$ cat config.mk
export PLATFORM = sky130hd
export DESIGN_NAME = flash_host
export DESIGN_NICKNAME = d
export VERILOG_FILES = /design/src/common/flash_host_pkg.sv /design/src/design/sector_decode.sv /design/src/design/flash_host.sv
export VERILOG_INCLUDE_DIRS = /design/src /design/src/common
export SDC_FILE = /design/constraint.sdc
export NUM_CORES = 1
export LEC_CHECK = 0
export BUFFER_PORTS_ARGS = -buffer_cell sky130_fd_sc_hd__buf_2
export CORE_MARGIN = 3
export CORE_UTILIZATION = 38
export DETAILED_ROUTE_END_ITERATION = 6
export SLEW_MARGIN = 20
export SYNTH_ARGS = -nofsm -noshare
export SYNTH_HDL_FRONTEND = slang
export SYNTH_SLANG_ARGS = --single-unit
$ cat constraint.sdc
create_clock -name clk_in -period 3 [get_ports clk_in]
set_input_delay 0.15 -clock clk_in [delete_from_list [all_inputs] [get_ports clk_in]]
set_output_delay 0.15 -clock clk_in [all_outputs]
set_load 0.1 [all_outputs]
$ cat src/common/flash_host_cfg.svh
`ifndef FLASH_HOST_CFG_SVH
`define FLASH_HOST_CFG_SVH

// ----------------------------------------------------------------
// Bus geometry
// ----------------------------------------------------------------
`define ADDR_W         17
`define DATA_W         8
`define SECT_W         3

// ----------------------------------------------------------------
// Timing, clock period and derived cycle counts
// ----------------------------------------------------------------
`define CLK_PERIOD_NS  10
// Chip-select access time, nanoseconds (least wait, rounds up)
`define T_CE_NS        90
`define T_CE_CYC       ((`T_CE_NS + `CLK_PERIOD_NS - 1) / `CLK_PERIOD_NS)
// Output-enable access time, nanoseconds
`define T_OE_NS        35
`define T_OE_CYC       ((`T_OE_NS + `CLK_PERIOD_NS - 1) / `CLK_PERIOD_NS)
// Write pulse low width, nanoseconds
`define T_WP_NS        45
`define T_WP_CYC       ((`T_WP_NS + `CLK_PERIOD_NS - 1) / `CLK_PERIOD_NS)
// Write pulse high width / recovery, nanoseconds
`define T_WPH_NS       20
`define T_WPH_CYC      ((`T_WPH_NS + `CLK_PERIOD_NS - 1) / `CLK_PERIOD_NS)
// Minimum hardware reset pulse, nanoseconds
`define T_RP_NS        500
`define T_RP_CYC       ((`T_RP_NS + `CLK_PERIOD_NS - 1) / `CLK_PERIOD_NS)
// Counter width for all waits
`define CNT_W          8
`define CNT_ONE        8'h01
`define CNT_ZERO       8'h00

// ----------------------------------------------------------------
// Sector numbers
// ----------------------------------------------------------------
`define SECTOR_ZERO    3'h0
`define SECTOR_ONE     3'h1
`define SECTOR_TWO     3'h2
`define SECTOR_THREE   3'h3
`define SECTOR_FOUR    3'h4
`define SECTOR_FIVE    3'h5
`define SECTOR_SIX     3'h6

`endif

$ cat src/common/flash_host_pkg.sv
package flash_host_pkg;

  // Host sequencer states
  typedef enum logic [2:0] {
    ST_IDLE   = 3'b000,
    ST_RESET  = 3'b001,
    ST_RD_CE  = 3'b010,
    ST_RD_HLD = 3'b011,
    ST_WR_LO  = 3'b100,
    ST_WR_HI  = 3'b101
  } host_state_t;

endpackage

$ cat src/design/sector_decode.sv
`timescale 1ns/100ps
`default_nettype none

`include "flash_host_cfg.svh"

// Maps address bits 16..12 to a sector number for either boot variant
module sector_decode
  import flash_host_pkg::*;
(
  input  wire logic [4:0]         upper_in,  // Address bits 16..12
  input  wire logic               top_in,    // High selects top-boot map
  output logic      [`SECT_W-1:0] sector_out // Decoded sector number
);

  // ----------------------------------------------------------------
  // Decode
  // ----------------------------------------------------------------

  // Top and bottom tables, smallest set of upper bits per sector
  always_comb
  begin
    sector_out = `SECTOR_ZERO;
    if (top_in)
    begin
      if (!upper_in[4])
        sector_out = upper_in[3] ? `SECTOR_ONE : `SECTOR_ZERO;
      else if (!upper_in[3])
        sector_out = `SECTOR_TWO;
      else if (!upper_in[2])
        sector_out = `SECTOR_THREE;
      else if (upper_in[1])
        sector_out = `SECTOR_SIX;
      else
        sector_out = upper_in[0] ? `SECTOR_FIVE : `SECTOR_FOUR;
    end
    else
    begin
      if (upper_in[4])
        sector_out = upper_in[3] ? `SECTOR_SIX : `SECTOR_FIVE;
      else if (upper_in[3])
        sector_out = `SECTOR_FOUR;
      else if (upper_in[2])
        sector_out = `SECTOR_THREE;
      else if (!upper_in[1])
        sector_out = `SECTOR_ZERO;
      else
        sector_out = upper_in[0] ? `SECTOR_TWO : `SECTOR_ONE;
    end
  end

endmodule

`default_nettype wire

$ cat src/design/flash_host.sv
`timescale 1ns/100ps
`default_nettype none

`include "flash_host_cfg.svh"

module flash_host
  import flash_host_pkg::*;
(
  input  wire logic               clk_in,         // System clock, 100 MHz
  input  wire logic               rst_n_in,       // Async reset, active low
  input  wire logic               top_boot_in,    // Sector map variant
  input  wire logic               rd_req_in,      // Read request level
  input  wire logic               wr_req_in,      // Command write request
  input  wire logic               rst_req_in,     // Hardware reset request
  input  wire logic [`ADDR_W-1:0] addr_in,        // Request byte address
  input  wire logic [`DATA_W-1:0] wdata_in,       // Command write data
  output logic                    req_ready_out,  // Idle, request taken
  output logic                    done_out,       // Request completed
  output logic      [`DATA_W-1:0] rdata_out,      // Captured read data
  output logic      [`SECT_W-1:0] sector_out,     // Sector of last address
  output logic                    reissue_out,    // Reset cut a write
  output logic                    ce_n_out,       // Chip select, low
  output logic                    oe_n_out,       // Output enable, low
  output logic                    we_n_out,       // Write enable, low
  output logic                    reset_n_out,    // Device reset, low
  output logic      [`ADDR_W-1:0] addr_out,       // Device address pins
  output logic      [`DATA_W-1:0] dq_out,         // Data pins, driven
  output logic                    dq_oe_out,      // High while driving dq
  input  wire logic [`DATA_W-1:0] dq_in           // Data pins, sampled
);

  // ----------------------------------------------------------------
  // State
  // ----------------------------------------------------------------
  host_state_t        state_q, state_d;     // Sequencer state
  logic [`CNT_W-1:0]  cnt_q, cnt_d;         // Wait counter
  logic [`ADDR_W-1:0] addr_q, addr_d;       // Address held on pins
  logic [`DATA_W-1:0] wdat_q, wdat_d;       // Data held on pins
  logic [`DATA_W-1:0] rdat_q, rdat_d;       // Read capture
  logic               done_q, done_d;       // Completion pulse
  logic               wrseen_q, wrseen_d;   // Write since last reset
  logic               reiss_q, reiss_d;     // Reissue advice flag
  logic               ce_n_q, ce_n_d;       // Select pin
  logic               oe_n_q, oe_n_d;       // Output enable pin
  logic               we_n_q, we_n_d;       // Write enable pin
  logic               rs_n_q, rs_n_d;       // Reset pin
  logic               dqoe_q, dqoe_d;       // Drive enable
  logic [`SECT_W-1:0] sect_q, sect_d;       // Registered sector number

  // ----------------------------------------------------------------
  // Next-state logic
  // ----------------------------------------------------------------

  // One sequencer for read, write and reset cycles
  always_comb
  begin
    state_d  = state_q;
    cnt_d    = cnt_q;
    addr_d   = addr_q;
    wdat_d   = wdat_q;
    rdat_d   = rdat_q;
    done_d   = 1'b0;
    wrseen_d = wrseen_q;
    reiss_d  = reiss_q;
    ce_n_d   = ce_n_q;
    oe_n_d   = oe_n_q;
    we_n_d   = we_n_q;
    rs_n_d   = rs_n_q;
    dqoe_d   = dqoe_q;
    case (state_q)
      ST_IDLE:
      begin
        // Standby between cycles, all strobes high
        ce_n_d = 1'b1;
        oe_n_d = 1'b1;
        we_n_d = 1'b1;
        dqoe_d = 1'b0;
        if (rst_req_in)
        begin
          // hold reset low for the pulse time
          rs_n_d  = 1'b0;
          cnt_d   = `CNT_W'(`T_RP_CYC);
          state_d = ST_RESET;
        end
        else if (wr_req_in)
        begin
          // select and write low, output high
          addr_d   = addr_in;
          wdat_d   = wdata_in;
          ce_n_d   = 1'b0;
          we_n_d   = 1'b0;
          dqoe_d   = 1'b1;
          wrseen_d = 1'b1;
          reiss_d  = 1'b0;
          cnt_d    = `CNT_W'(`T_WP_CYC);
          state_d  = ST_WR_LO;
        end
        else if (rd_req_in)
        begin
          // select and output enable low, write high
          addr_d  = addr_in;
          ce_n_d  = 1'b0;
          oe_n_d  = 1'b0;
          cnt_d   = `CNT_W'(`T_CE_CYC);
          state_d = ST_RD_CE;
        end
      end
      ST_RESET:
      begin
        // Count the reset pulse down, then release
        if (cnt_q == `CNT_ONE)
        begin
          // flag any write sequence the reset cut
          reiss_d  = wrseen_q;
          wrseen_d = 1'b0;
          rs_n_d   = 1'b1;
          done_d   = 1'b1;
          state_d  = ST_IDLE;
        end
        else
          cnt_d = cnt_q - `CNT_ONE;
      end
      ST_RD_CE:
      begin
        // wait full select access after standby
        if (cnt_q == `CNT_ONE)
        begin
          rdat_d  = dq_in;
          done_d  = 1'b1;
          ce_n_d  = 1'b1;
          oe_n_d  = 1'b1;
          cnt_d   = `CNT_W'(`T_WPH_CYC);
          state_d = ST_RD_HLD;
        end
        else
          cnt_d = cnt_q - `CNT_ONE;
      end
      ST_RD_HLD, ST_WR_HI:
      begin
        // Recovery with strobes high before next cycle
        if (cnt_q == `CNT_ONE)
          state_d = ST_IDLE;
        else
          cnt_d = cnt_q - `CNT_ONE;
      end
      ST_WR_LO:
      begin
        // rising write edge latches the data
        if (cnt_q == `CNT_ONE)
        begin
          we_n_d  = 1'b1;
          ce_n_d  = 1'b1;
          done_d  = 1'b1;
          cnt_d   = `CNT_W'(`T_WPH_CYC);
          state_d = ST_WR_HI;
        end
        else
          cnt_d = cnt_q - `CNT_ONE;
      end
      default:
      begin
        state_d = ST_IDLE;
      end
    endcase
  end

  // ----------------------------------------------------------------
  // Registers
  // ----------------------------------------------------------------

  // Pin and state registers, all strobes inactive in reset
  always_ff @(posedge clk_in or negedge rst_n_in)
  begin
    if (!rst_n_in)
    begin
      state_q  <= ST_IDLE;
      cnt_q    <= `CNT_ZERO;
      addr_q   <= '0;
      wdat_q   <= '0;
      rdat_q   <= '0;
      done_q   <= 1'b0;
      wrseen_q <= 1'b0;
      reiss_q  <= 1'b0;
      ce_n_q   <= 1'b1;
      oe_n_q   <= 1'b1;
      we_n_q   <= 1'b1;
      rs_n_q   <= 1'b1;
      dqoe_q   <= 1'b0;
      sect_q   <= `SECTOR_ZERO;
    end
    else
    begin
      state_q  <= state_d;
      cnt_q    <= cnt_d;
      addr_q   <= addr_d;
      wdat_q   <= wdat_d;
      rdat_q   <= rdat_d;
      done_q   <= done_d;
      wrseen_q <= wrseen_d;
      reiss_q  <= reiss_d;
      ce_n_q   <= ce_n_d;
      oe_n_q   <= oe_n_d;
      we_n_q   <= we_n_d;
      rs_n_q   <= rs_n_d;
      dqoe_q   <= dqoe_d;
      sect_q   <= sect_d;
    end
  end

  // ----------------------------------------------------------------
  // Sector decode and outputs
  // ----------------------------------------------------------------

  // report sector of the held address
  sector_decode u_sector_decode (
    .upper_in   (addr_q[`ADDR_W-1:`ADDR_W-5]),
    .top_in     (top_boot_in),
    .sector_out (sect_d)
  );

  // Sector number leaves through a flip-flop like the other data outputs
  assign sector_out    = sect_q;

  assign req_ready_out = (state_q == ST_IDLE) && !done_q;
  assign done_out      = done_q;
  assign rdata_out     = rdat_q;
  assign reissue_out   = reiss_q;
  assign ce_n_out      = ce_n_q;
  assign oe_n_out      = oe_n_q;
  assign we_n_out      = we_n_q;
  assign reset_n_out   = rs_n_q;
  assign addr_out      = addr_q;
  assign dq_out        = wdat_q;
  assign dq_oe_out     = dqoe_q;

  // ----------------------------------------------------------------
  // Assertions
  // ----------------------------------------------------------------

  property p_read_strobes;
    @(posedge clk_in) disable iff (!rst_n_in)
      (!oe_n_out) |-> (!ce_n_out && we_n_out && reset_n_out && !dq_oe_out);
  endproperty
  a_read_strobes: assert property (p_read_strobes) else $error("bad read strobes");

  property p_write_strobes;
    @(posedge clk_in) disable iff (!rst_n_in)
      (!we_n_out) |-> (!ce_n_out && oe_n_out && dq_oe_out);
  endproperty
  a_write_strobes: assert property (p_write_strobes) else $error("bad write strobes");

  property p_read_wait;
    @(posedge clk_in) disable iff (!rst_n_in)
      $fell(oe_n_out) |-> !oe_n_out [*8] ##1 !oe_n_out ##1 (oe_n_out && done_out);
  endproperty
  a_read_wait: assert property (p_read_wait) else $error("read ended early");

  property p_reset_len;
    @(posedge clk_in) disable iff (!rst_n_in)
      $fell(reset_n_out) |-> !reset_n_out [*8];
  endproperty
  a_reset_len: assert property (p_reset_len) else $error("reset pulse short");

  property p_reset_quiet;
    @(posedge clk_in) disable iff (!rst_n_in)
      !reset_n_out |-> (ce_n_out && oe_n_out && we_n_out);
  endproperty
  a_reset_quiet: assert property (p_reset_quiet) else $error("access during reset");

  property p_we_high_read;
    @(posedge clk_in) disable iff (!rst_n_in)
      (state_q == ST_RD_CE) |-> we_n_out;
  endproperty
  a_we_high_read: assert property (p_we_high_read) else $error("write low in read");

  property p_write_width;
    @(posedge clk_in) disable iff (!rst_n_in)
      $fell(we_n_out) |-> !we_n_out [*5] ##1 (we_n_out && done_out);
  endproperty
  a_write_width: assert property (p_write_width) else $error("write pulse wrong");

  property p_addr_stable;
    @(posedge clk_in) disable iff (!rst_n_in)
      (!ce_n_out && !$past(ce_n_out)) |-> $stable(addr_out);
  endproperty
  a_addr_stable: assert property (p_addr_stable) else $error("address moved");

endmodule

`default_nettype wire

# Word level (Yosys, flattened, before mapping)
# Cells that the tools add are included.
# word_totals
register_bits,55
in_bits,39
output_inout_bits,44
# classes
n_addsub,1
n_eq_ne,16
mux,53
n_bitwise,1
reduce_logical,22
# op_table
operator,n
3-bit 2-to-1 mux,15
8-bit 2-to-1 mux,5
17-bit 2-to-1 mux,2
8-bit one-hot mux with 3 select lines,1
1-bit 2-to-1 mux,21
"2-bit != test, second input constant",7
1-bit one-hot mux with 2 select lines,6
3-bit one-hot mux with 4 select lines,1
3-bit AND reduction,4
2-bit nonzero test,5
"8-bit by 1-bit == test with 1-bit output, second input constant",1
2-bit AND reduction,4
4-bit AND reduction,2
"8-bit by 1-bit subtractor with 8-bit output, second input constant",1
"3-bit by 2-bit == test with 1-bit output, second input constant",2
"3-bit == test, second input constant",2
3-bit OR reduction,2
2-bit 2-to-1 mux,2
"2-bit by 1-bit != test with 1-bit output, second input constant",2
"4-bit != test, second input constant",1
"3-bit by 1-bit == test with 1-bit output, second input constant",1
3-bit zero test,1
3-bit nonzero test,1
2-bit OR reduction,1
3 further kinds,3

# Logic depth before layout (Yosys ltp)
# Gate-level depths: netlist (run 1).
# logic_depth
word_depth,6
ltp_mapped,7
mapped_depth_nobuf,6

# Hierarchy
# From an unflattened synthesis (run 1), not the netlist that was laid out.
# unflattened
hier_cells,210
hier_area_um2,2537.4
# modules_own_cells
module,instances,cells_per_inst,area_each_um2,seq_area_each_um2
flash_host,1,195,2438.6,1381.3
sector_decode,1,15,98.8,0.0

# Least setup slack after synthesis (run 1)
# No wires, ideal clock.
# synth_timing
path_type,register to output
start,reg state_q[2]
end,out req_ready_out
arrival_time_ps,2184
slack_ps,666
path_stages_with_launch,4
path_cell_list,dfrtp_1 or3_1 clkbuf_1 nor2_1
# synth_between
elab_chain_cells,2
# synth_lines
element,line_no,source
"start, declared",flash_host.sv:35,"host_state_t state_q, state_d;"
"start signal, assigned",flash_host.sv:193,state_q <= state_d;
3-bit zero test,flash_host.sv:224,assign req_ready_out = (state_q == ST_IDLE) && !done_q;
1-bit logical AND,flash_host.sv:224,
"end, declared",flash_host.sv:17,"output logic req_ready_out,"
# No other way between the ends.

# Worst setup path after layout (run 1)
# layout_timing
start,reg cnt_q[1]
end,reg rdat_q[3] (netlist: rdata_out[3])
# layout_between
elab_chain_cells,2
# layout_lines
element,line_no,source
"start, declared",flash_host.sv:36,"logic [`CNT_W-1:0] cnt_q, cnt_d;"
"start signal, assigned",flash_host.sv:177,cnt_q <= `CNT_ZERO;
"start signal, assigned",flash_host.sv:194,cnt_q <= cnt_d;
8-bit by 1-bit == test with 1-bit output (no source line),-,
2-bit AND reduction (no source line),-,
"end signal, assigned",flash_host.sv:197,rdat_q <= rdat_d;
"end, declared",flash_host.sv:39,"logic [`DATA_W-1:0] rdat_q, rdat_d;"
# No other way between the ends.
# A chain may end at the register's enable or synchronous reset.

==> results of run 1 <==
cell usage after synthesis, drive strengths merged (2+ instances only):
cell    instances
o21ai           2
ha              2
dfrtp          51
inv             8
nor4            2
a21boi          2
a311o           2
nor2           10
a22oi           2
o22ai           4
or3             6
clkbuf          9
or3b            2
nand4           2
a31oi           3
nand2          22
nand3b          2
dfstp           4
mux2           32
a21o            2
a311oi          3
nor3            4
a21oi           7
nand3           6
o21a            2
a211oi          6
buf             3
o21bai          4
state kept, by name, summed over array words and instances, names as in the netlist:
signal and flops:
we_n_out 1, wrseen_q 1, ce_n_out 1, cnt_q 8
sector_out 3, oe_n_out 1, state_q 3, rdata_out 8
dq_oe_out 1, reissue_out 1, done_out 1, reset_n_out 1
dq_out 8, addr_out 17
routing by layer:
metal	up-vias	wire length, µm	GRT usage
li1	951	-	-
met1	966	2420	0.207
met2	56	2730	0.242
met3	7	297	0.0416
met4	0	83	0.0502
met5	-	0	0
what timing repair did:
item | in CTS | in global routing
endpoints found under the hold margin | 28 | 0
hold buffers | 1 | 0
buffers inserted | 0 | 0
stage by stage:
| step | hold slack [ns] | setup slack, ns | util |
|---|---|---|---|
| global route | 0.0456 | 0.292 | 0.488 |
| CTS | 0.0363 | 0.374 | 0.488 |
| global placement | 0.245 | 0.453 | 0.473 |
| floorplan | -0.146 | 0.666 | - |
| finish | 0.0456 | 0.364 | 0.488 |
| detailed placement | 0.246 | 0.389 | 0.473 |
kinds of logic (layout without fill, tap and decap cells):
logic type / after synthesis / after routing
AOI/OAI and AO/OA: 44 / 44
xor gates and xnor gates: 1 / 1
and+or+nand+nor: 63 / 63
muxes: 32 / 32
buffers and inverters: 20 / 105
DFF: 55 / 55
adders and majority gates: 2 / 2
worst paths after layout:
path	startpoint	end	slack (ns)	cells past startpoint
setup / recovery	cnt_q[1]$_DFFE_PN0P_	rdata_out[3]$_DFFE_PN0P_	0.36	6
hold / removal	addr_in[12]	addr_out[12]$_DFFE_PN0P_	0.05	3
setup reg to reg	cnt_q[1]$_DFFE_PN0P_	rdata_out[3]$_DFFE_PN0P_	0.36	6
hold reg to reg	reset_n_out$_DFFE_PN1P_	reset_n_out$_DFFE_PN1P_	0.48	2
max in group asynchronous	rst_n_in	ce_n_out$_DFFE_PN1P_	1.87	3
min in group asynchronous	rst_n_in	cnt_q[4]$_DFFE_PN0P_	0.42	2
final cells by class:
cell class	count	area (µm²)	share of cell area
sequential	55	1380	0.443
multi-input combinational	142	1060	0.339
timing repair buffer	89	465	0.149
tap	77	96.3	0.0309
clock buffer	5	68.8	0.0221
inverter	8	30.0	0.00963
clock inverter	3	18.8	0.00602
critical path, stage by stage, from the launching register on:
cell and delay [ns]:
dfrtp_1 0.39, inv_1 0.12, ha_1 0.17, or4b_1 0.48, or3_1 0.35, or3b_1 0.62
mux2_4 0.39
==> results by stage, run 1 <==
Place:
- The final RePlAce weighted congestion is 0.809.
- The quantity of I/O buffers inserted on ports is 82.
- The cell count after placement is 370.
- The half-perimeter wire length after detailed placement is 4080 µm.
- The placed standard-cell area is 3020 µm².

Flow run:
- The number of max-cap violations is 0.

Final layout:
- In the final layout, the share of cells above drive strength 1 is 0.447.
- Fill cells in the final layout number 609.
- Once layout is done, the placed cells without fillers occupy 3120 µm².
- The number of inserted diodes is 0.
- Leaving out fill and tap cells, the most frequent cells in the layout are buf_2, dfrtp_1, mux2_2.
- The most common library cell in the layout ignoring fill and taps is buf_2.
- The final non-filler cell total is 379.
- Compared with the post-synthesis result, the final layout area differs by 23.6%.
- The number of nets in the finished design is 342.

Die:
- The full die area is 7660 µm².
- After floorplanning, the core was sized to cover 6390 µm².
- The vertical extent of the die is 87.5 µm.
- Row generation in the floorplan step produced 29 rows.
- For this configuration, the core starts out at a cell density of 0.395.
- The I/O pin count is 83.
- The width of the die is 87.5 µm.

Clock tree:
- The tree is rooted in a clkbuf_8.
- The clock network latency to the later pin of the worst-skew pair is 0.31 ns.
- The total clock buffers created by CTS is 5.
- The CTS clock-pin slew for the worst setup and hold paths is 0.10 ns.
- In this run the number of H-tree levels came out at 2.
- The sink count of the clock tree is 55.
- The clock passes through at most 2 buffers.
- The CTS tree is built.
- The post-cts resize count is 0.

Worst setup path:
- The maximum fanout along the worst path is 9.
- Data on the critical path arrives at its endpoint at 2.83 ns.
- The kind of start point of the critical path is a register.
- The kind of critical path is reg -> reg.
- Data on the critical path is required at its endpoint by 3.19 ns.
- STA classifies the critical path endpoint as a register.

Worst hold path:
- The min-delay analysis places its worst path in the category in -> reg.

Yosys:
- The sequential share of the synthesized area is 0.547.
- The fraction of synthesized area in multiplexers is 0.155.
- The xor and xnor fraction of the mapped netlist area is 0.00347.
- The largest family of logic cells by synthesized area is multiplexers.
- In this run, distinct cell masters in the synthesized netlist total 46.
- The synthesized-area fraction occupied by ao, oa, aoi and oai cells is 0.124.
- Of the total synthesized cell area, the portion taken by AND, OR, NAND and NOR gates is 0.127.
- Sorting the synthesized cells by area gives the leading types as dfrtp_1, mux2_2, mux2_4.
- The synthesized design spends more area on one cell type than any other, namely dfrtp_1.
- The count of warnings emitted by yosys is 0.
- The average size of a mapped cell is 11.6 µm².
- When the netlist entered floorplanning its net count stood at 258.
- Of the post-synthesis cell area, the dominant cell type holds 0.506.
- Among all flip-flop cells after synthesis, the most frequent one is dfrtp_1.
- In the synthesized netlist, the number of instances is 217.
- After synthesis the netlist holds a flip-flop and latch count of 55.
- The number of enable-type register cells in the synthesized netlist is 0.
- Summing every instance area after synthesis gives 2520 µm².
- Of the total synthesized cell area, the portion taken by full adders, half adders and majority gates is 0.00992.
- The async set-reset flop share out of synthesis is 1.00.

STA:
- The worst clock skew on the final layout is 0.00632 ns.
- Setup repair after global routing left no endpoint under its margin.
- The number of failing setup endpoints in the final timing report is 0.
- For the pin with the worst max-slew slack, the measured transition is 0.829 ns.
- The number of failing hold endpoints at the final stage is 0.
- For the finished layout, the period the worst path requires is 2.64 ns.
- In the finished design, the share of the clock period the worst path needs comes to 0.879.
- The maximum operating frequency is 379 MHz.
- The max-slew violation count came to 0.
- The final total negative setup slack is 0 ns.
- The relative max-transition margin is 0.448.

Run status:
- The run finished with clean final reports.

Route:
- In the routed design, unresolved DRC markers number 0.
- The first TritonRoute pass finished after 5 iterations.
- The final routed wire length divided by cell count is 14.6 µm.
- For this block, the routed nets add up to 5530 µm of wire.
- The number of design-rule violations left by the first detailed-router iteration is 152.
- In the routed layout, each cell is associated on average with a via count of 5.22.
- The antenna violation net count after detailed routing is 0.
- The routed layout has 1980 vias.

GRT:
- The total grt overflow is 0.
- The wire length of the first global-routing pass is 9250 µm.
- The number of antenna violations at the first check in global routing is 0.
- Entering global routing, the biggest net connects 33 pins.
- The global-route usage over all layers is 0.154.
- The via count of the first global-routing pass came to 1883.
Power of run 1 is not shown: default switching activity piles up to over one toggle a cycle in this logic, so the estimate is an artifact.
==> run 2, diff against run 1 <==
Settings changed: CORE_ASPECT_RATIO set to 0.5, SLEW_MARGIN 20 to 10.
==> run 2 against run 1 <==
  * The flow now finishes with violations (negative hold slack)
  * First-iteration DRC count shrank 35%
  * Die area grew 0.77%
  * Non-clock buffer count fell by 2
  * Largest cell class unchanged
==> results by stage, run 2 (synthesized netlist as in run 1, its figures left out) <==
Run status:
- Outcome: finished with violations (was complete, no violations).
- The final reports fail on negative hold slack.

Worst setup path:
- The setup slack of the most critical reg-to-reg path is 0.38 ns (was 0.36 ns).
- The endpoint required time on the critical path is 3.18 ns (was 3.19 ns).
- The kind of start point of the critical path was a register (unchanged).
- The maximum fanout along the worst path is 9 (unchanged).
- The depth of the worst register-to-register path was 6 (unchanged).
- The element type at the critical path end is a register (unchanged).
- The endpoint of the worst setup timing path is rdata_out[2]$_DFFE_PN0P_ (was rdata_out[3]$_DFFE_PN0P_).
- The signal arrival time at the worst endpoint was 2.80 ns (was 2.83 ns).
- The kind of critical path is reg -> reg (unchanged).
- The capture instance of the worst register-to-register path is rdata_out[2]$_DFFE_PN0P_ (was rdata_out[3]$_DFFE_PN0P_).
- The origin of the worst setup path is cnt_q[1]$_DFFE_PN0P_ (unchanged).
- The startpoint of the most critical register-to-register path is cnt_q[1]$_DFFE_PN0P_ (unchanged).

STA:
- The slew at the pin closest to its max-slew limit is 0.877 ns (was 0.829 ns).
- The share of the clock period used by the worst path was 0.873 (was 0.879).
- The worst clock skew on the final layout is 0.00539 ns (was 0.00632 ns).
- The number of failing hold endpoints at the final stage came to 36 (was 0).
- The final total negative setup slack is 0 ns (unchanged).
- The number of failing setup endpoints in the final timing report is 0 (unchanged).
- The worst hold slack after final layout is -0.0249 ns (was 0.0456 ns).
- The max-slew violation count came to 0 (unchanged).
- The shortest period the worst path allows is 2.62 ns (was 2.64 ns).
- The final critical-path setup slack is 0.381 ns (was 0.364 ns).
- Unrepaired setup endpoints after global routing: false (unchanged).
- The relative max-transition margin came to 0.410 (was 0.448).
- The maximum operating frequency is 382 MHz (was 379 MHz).

Final layout:
- The number of flip-flops under the largest register name is 17 (unchanged).
- The end-of-flow core utilization is 0.508 (was 0.488).
- The number of nets in the finished design was 340 (was 342).
- The final non-filler cell total is 388 (was 379).
- The most common library cell in the layout ignoring fill and taps is buf_2 (unchanged).
- The number of inserted diodes is 0 (unchanged).
- The area added between synthesis and finish came to 26.0% (was 23.6%).
- Highest-count cells in the layout ignoring fill and taps: buf_2, dfrtp_1, mux2_2 (unchanged).
- The share of layout cells above drive strength 1 was 0.443 (was 0.447).

Clock tree:
- The largest buffer count on any clock path is 2 (unchanged).
- The count of hold-fix buffers inserted at cts is 0 (was 1).
- The master cell of the clock root buffer is clkbuf_16 (was clkbuf_8).
- The total clock buffers created by CTS was 5 (unchanged).
- The number of H-tree branching levels is 2 (unchanged).
- The sink count of the clock tree is 55 (unchanged).
- The post-cts resize count was 0 (unchanged).
- The number of buffers inserted to repair setup after CTS is 0 (unchanged).
- The CTS clock-pin slew for the worst setup and hold paths came to 0.07 ns (was 0.10 ns).
- The CTS tree is built (unchanged).
- The clock network latency to the later pin of the worst-skew pair is 0.29 ns (was 0.31 ns).

GRT:
- The via count of the first global-routing pass is 1963 (was 1883).
- The pin count of the biggest net entering global routing came to 40 (was 33).
- The total grt overflow is 0 (unchanged).
- The global-route usage over all layers was 0.155 (was 0.154).
- The number of antenna violations at the first check in global routing is 0 (unchanged).
- The global-route met2 utilization came to 0.252 (was 0.242).
- The busiest metal layer after global routing is met2 (unchanged).
- The wire length of the first global-routing pass came to 9630 µm (was 9250 µm).
- The met3 usage is 0.0448 (was 0.0416).
- The routing usage on met1 was 0.205 (was 0.207).

Route:
- The count of TritonRoute iterations in the first routing pass is 4 (was 5).
- The aggregate routed wire length is 5650 µm (was 5530 µm).
- The antenna violation net count after detailed routing is 0 (unchanged).
- The residual DRC count is 0 (unchanged).
- The number of vias per cell after detailed routing is 5.11 (was 5.22).
- The via count is 1984 (was 1980).
- The final routed wire length divided by cell count is 14.6 µm (about the same).
- The number of design-rule violations left by the first detailed-router iteration is 99 (was 152).

Place:
- The quantity of I/O buffers inserted on ports is 82 (unchanged).
- The final RePlAce weighted congestion is 0.860 (was 0.809).
- The cell count after placement came to 380 (was 370).
- The worst setup timing slack at the placement stage is 0.391 ns (was 0.389 ns).
- The half-perimeter wire length after detailed placement is 4130 µm (was 4080 µm).

Die:
- The core footprint is 6260 µm² (was 6390 µm²).
- The vertical extent of the die came to 63.6 µm (was 87.5 µm).
- The number of standard-cell rows in the floorplan came to 20 (was 29).
- The initial standard-cell utilization of the core is 0.403 (was 0.395).
- The I/O pin count is 83 (unchanged).
- The width of the die is 121 µm (was 87.5 µm).
- The full die area was 7710 µm² (was 7660 µm²).

Flow run:
- The number of max-cap violations is 0 (unchanged).

Worst hold path:
- The class of the worst hold path is in -> async (was in -> reg).
## run 2: changes by cell type in the layout (fill, tap and decap cells not counted)
cell	previous run	this run
buf_4	6	5
inv_6	1	0
clkinv_4	0	1
clkbuf_8	5	1
clkbuf_16	0	5
dlygate4sd3_1	1	0
clkinv_2	2	0
clkbuf_1	0	1
## run 2: worst min-delay path by stage
stage / start / to / slack [ns]
finish: rst_n_in / cnt_q[0]$_DFFE_PN0P_ / -0.02
global placement: rst_n_in / rdata_out[1]$_DFFE_PN0P_ / 0.31
detailed placement: rst_n_in / rdata_out[2]$_DFFE_PN0P_ / 0.33
floorplan: rst_n_in / addr_out[0]$_DFFE_PN0P_ / -0.15
global route: rst_n_in / rdata_out[3]$_DFFE_PN0P_ / 0.04
CTS: rst_n_in / rdata_out[2]$_DFFE_PN0P_ / 0.01
## run 2: final cells by class
class	count	area, µm²
Timing Repair Buffer	87	448
Multi-Input combinational cell	142	1060
Clock buffer	7	143
Tap cell	88	110
Clock inverter	1	8.76
Inverter	8	30.0
Fill cell	595	3080
Sequential cell	55	1380
## run 2: metal layers
metal	share of wire	wire length, µm
met5	0	0
met3	0.055	308
met2	0.49	2750
met1	0.45	2520
met4	0.012	67
## run 2: through the flow
step	hold WS (ns)	instance area (µm²)
floorplan	-0.146	2520
global placement	0.309	3030
detailed placement	0.325	3030
CTS	0.00973	3180
global route	0.0441	3180
finish	-0.0249	3180
## run 2: critical path: stages (launching register included)
cell     delay [ns]
dfrtp_1        0.38
inv_1          0.12
ha_1           0.18
or4b_1         0.48
or3_1          0.34
or3b_1         0.63
mux2_4         0.38
Power of run 2 is left out for the same reason.
==> run 3, diff against run 2 <==
Settings changed: ABC_AREA set to 1.
==> run 3 against run 2 <==
  * Register-to-register slack better by 0.91 ns
  * Count of clock-buffer cells in the layout down 2
  * Flip-flop and latch count is the same
  * First-iteration DRC count increased by 16%
  * Synthesized cell count up 45%
  * Critical path depth decreased by 2
  * Maximum frequency is 45% higher
  * Design area up 2.6%
  * Synthesized area is 2.1% higher
  * Global-route usage up 1.8 points
  * Highest routed layer unchanged
  * Routed wire length increased by 12%
  * Setup slack gained 0.81 ns
  * The flow now finishes without violations
==> results by stage, run 3 <==
Run status:
- Outcome: complete, no violations (was finished with violations).

Route:
- The residual DRC count is 0 (unchanged).
- The count of TritonRoute iterations in the first routing pass is 5 (was 4).
- The antenna violation net count after detailed routing is 0 (unchanged).
- The aggregate routed wire length is 6350 µm (was 5650 µm).
- The final routed wire length divided by cell count is 12.9 µm (was 14.6 µm).
- The via count came to 2350 (was 1984).
- The number of vias per cell after detailed routing is 4.78 (was 5.11).
- The number of design-rule violations left by the first detailed-router iteration came to 115 (was 99).

Clock tree:
- The CTS tree is built (unchanged).
- The number of buffers inserted to repair setup after CTS was 0 (unchanged).
- The clock network latency to the later pin of the worst-skew pair was 0.30 ns (was 0.29 ns).
- The number of H-tree branching levels came to 2 (unchanged).
- The CTS clock-pin slew for the worst setup and hold paths is 0.08 ns (was 0.07 ns).
- The largest buffer count on any clock path was 2 (unchanged).
- The total clock buffers created by CTS is 5 (unchanged).
- The sink count of the clock tree came to 55 (unchanged).
- The master cell of the clock root buffer was clkbuf_16 (unchanged).

GRT:
- The global-route met2 utilization was 0.305 (was 0.252).
- The busiest metal layer after global routing is met2 (unchanged).
- The global-route usage over all layers was 0.173 (was 0.155).
- The via count of the first global-routing pass is 2295 (was 1963).
- The routing usage on met1 was 0.209 (was 0.205).
- The wire length of the first global-routing pass came to 10800 µm (was 9630 µm).
- The number of antenna violations at the first check in global routing is 0 (unchanged).
- The met3 usage was 0.0442 (was 0.0448).
- The total grt overflow was 0 (unchanged).
- The pin count of the biggest net entering global routing came to 37 (was 40).

Worst setup path:
- The kind of critical path is reg -> out (was reg -> reg).
- The signal arrival time at the worst endpoint came to 1.66 ns (was 2.80 ns).
- The maximum fanout along the worst path is 6 (was 9).
- The endpoint required time on the critical path is 2.85 ns (was 3.18 ns).
- The element type at the critical path end is an output pin (was register).
- The kind of start point of the critical path is a register (unchanged).

Final layout:
- The number of inserted diodes is 0 (unchanged).
- The number of flip-flops under the largest register name was 17 (unchanged).
- The most common library cell in the layout ignoring fill and taps is nand2_1 (was buf_2).
- The share of layout cells above drive strength 1 is 0.297 (was 0.443).
- The area added between synthesis and finish came to 26.6% (was 26.0%).
- The number of nets in the finished design came to 444 (was 340).
- Highest-count cells in the layout ignoring fill and taps: nand2_1, buf_2, dfrtp_1 (was buf_2, dfrtp_1, mux2_2).

STA:
- The number of failing setup endpoints in the final timing report is 0 (unchanged).
- Unrepaired setup endpoints after global routing: false (unchanged).
- The share of the clock period used by the worst path was 0.603 (was 0.873).
- The worst clock skew on the final layout was 0.00672 ns (was 0.00539 ns).
- The final critical-path setup slack came to 1.19 ns (was 0.381 ns).
- The number of failing hold endpoints at the final stage was 0 (was 36).
- The final total negative setup slack is 0 ns (unchanged).
- The relative max-transition margin came to 0.445 (was 0.410).
- The shortest period the worst path allows is 1.81 ns (was 2.62 ns).
- The slew at the pin closest to its max-slew limit was 0.832 ns (was 0.877 ns).
- The maximum operating frequency is 553 MHz (was 382 MHz).
- The max-slew violation count is 0 (unchanged).

Yosys:
- The post-synthesis instance total was 315 (was 217).
- The count of warnings emitted by yosys is 0 (unchanged).
- The most frequent cell after synthesis is nand2_1 (was dfrtp_1).
- Most used standard cells in the synthesized netlist: nand2_1, dfrtp_1, inv_1 (was dfrtp_1, mux2_2, nand2_1).
- Top post-synthesis cells by area: dfrtp_1, nand2_1, dfstp_2 (was dfrtp_1, mux2_2, mux2_4).
- The cell taking the most area after synthesis is dfrtp_1 (unchanged).
- The async set-reset flop share out of synthesis came to 1.00 (unchanged).
- The number of enable-type register cells in the synthesized netlist is 0 (unchanged).
- The post-synthesis net count was 356 (was 258).
- The prevailing post-synth register cell is dfrtp_1 (unchanged).
- The total of flip-flops plus latches after synthesis came to 55 (unchanged).
- The portion of synthesized cell area occupied by the leading cell type is 0.495 (was 0.506).
- The distinct cell type count of the synthesized netlist is 29 (was 46).
- The average size of a mapped cell is 8.18 µm² (was 11.6 µm²).
- The sequential share of the synthesized area came to 0.536 (was 0.547).
- The cell area after technology mapping is 2580 µm² (was 2520 µm²).

Die:
- The initial standard-cell utilization of the core was 0.409 (was 0.403).
- The I/O pin count came to 83 (unchanged).
- The full die area is 7870 µm² (was 7710 µm²).
- The width of the die is 122 µm (was 121 µm).
- The number of standard-cell rows in the floorplan is 20 (unchanged).
- The core footprint is 6310 µm² (was 6260 µm²).
- The vertical extent of the die was 64.2 µm (was 63.6 µm).

Pwr:
- The power density relative to cell area is 432 nW/µm².
- Of the total power, the clock network draws 0.435.
- For this design the total switching power over the nets is 325 µW.
- The proportion of power drawn by combinational gates is 0.038.
- The internal power consumption is 1080 µW.
- The fraction of power spent switching nets is 0.230.
- The leakage power is 0.00179 µW.
- The peak supply drop is 0.226 mV.
- The sequential power share is 0.526.

Place:
- The quantity of I/O buffers inserted on ports is 82 (unchanged).
- The final RePlAce weighted congestion was 0.888 (was 0.860).
- The worst setup timing slack at the placement stage is 1.29 ns (was 0.391 ns).
- The half-perimeter wire length after detailed placement is 4870 µm (was 4130 µm).

Flow run:
- The number of max-cap violations was 0 (unchanged).

Worst hold path:
- The class of the worst hold path is in -> reg (was in -> async).
==> run 3: path summary, 6_finish.rpt <==
path / start / to / slack, ns / cells after the start
worst max register to register: state_q[1]$_DFFE_PN0P_ / we_n_out$_DFFE_PN1P_ / 1.29 / 6
worst min register to register: addr_out[8]$_DFFE_PN0P_ / addr_out[8]$_DFFE_PN0P_ / 0.47 / 2
min in group asynchronous: rst_n_in / cnt_q[1]$_DFFE_PN0P_ / 0.49 / 2
worst min-delay path: dq_in[1] / rdata_out[1]$_DFFE_PN0P_ / 0.04 / 3
max in group asynchronous: rst_n_in / reset_n_out$_DFFE_PN1P_ / 1.67 / 3
worst max-delay path: state_q[1]$_DFFE_PN0P_ / req_ready_out / 1.19 / 4
==> run 3: logic make-up after synthesis <==
| kind of cell | after synthesis | synth area share |
|---|---|---|
| AOI/OAI and AO/OA | 34 | 0.0718 |
| DFF | 55 | 0.536 |
| and+or+nand+nor | 190 | 0.327 |
| xor gates and xnor gates | 1 | 0.00340 |
| adders and majority gates | 2 | 0.00971 |
| buffers and inverters | 33 | 0.0519 |
==> run 3: per-stage QoR <==
stage	power, µW	cells	hold slack (ns)	cell area, µm²	util
after global placement	809	482	0.288	3080	0.489
after CTS	1430	492	0.0375	3260	0.517
after floorplan	766	315	-0.146	2580	-
after global routing	1470	492	0.0473	3260	0.517
after detailed placement	810	482	0.309	3080	0.489
final	1410	492	0.0447	3260	0.517
==> run 3: worst max-delay path, stage by stage (launching register included) <==
cell,delay (ns)
dfrtp_1,0.48
nor2_4,0.19
nand2_1,0.15
nor2_1,0.11
buf_2,0.43
==> run 3: power by group through the flow <==
stage	combinational (µW)	clock [µW]	sequential, µW
after global routing	61.8	663	742
after CTS	55.9	637	742
after detailed placement	53.7	0	756
after global placement	52.4	0	756
final	53.7	614	742
after floorplan	4.06	0	762
==> run 3: what timing repair did <==
| item | 4_1_cts | 5_1_grt |
|---|---|---|
| hold endpoints to repair | 35 | 0 |
| hold buffers | 2 | 0 |
| resized for setup | 0 | 0 |
==> run 3: layout make-up <==
class,instances,area (µm²)
Fill cell,624,3040
Sequential cell,55,1380
Multi-Input combinational cell,227,1060
Timing Repair Buffer,85,438
Clock buffer,5,125
Inverter,29,111
Tap cell,88,110
Clock inverter,3,33.8
==> run 3: metal layers <==
metal	vias up	part of all wire
li1	1169	-
met2	54	0.51
met3	9	0.042
met4	0	0.014
met5	-	0
met1	1118	0.44
Power figures use the tool's default switching activity.
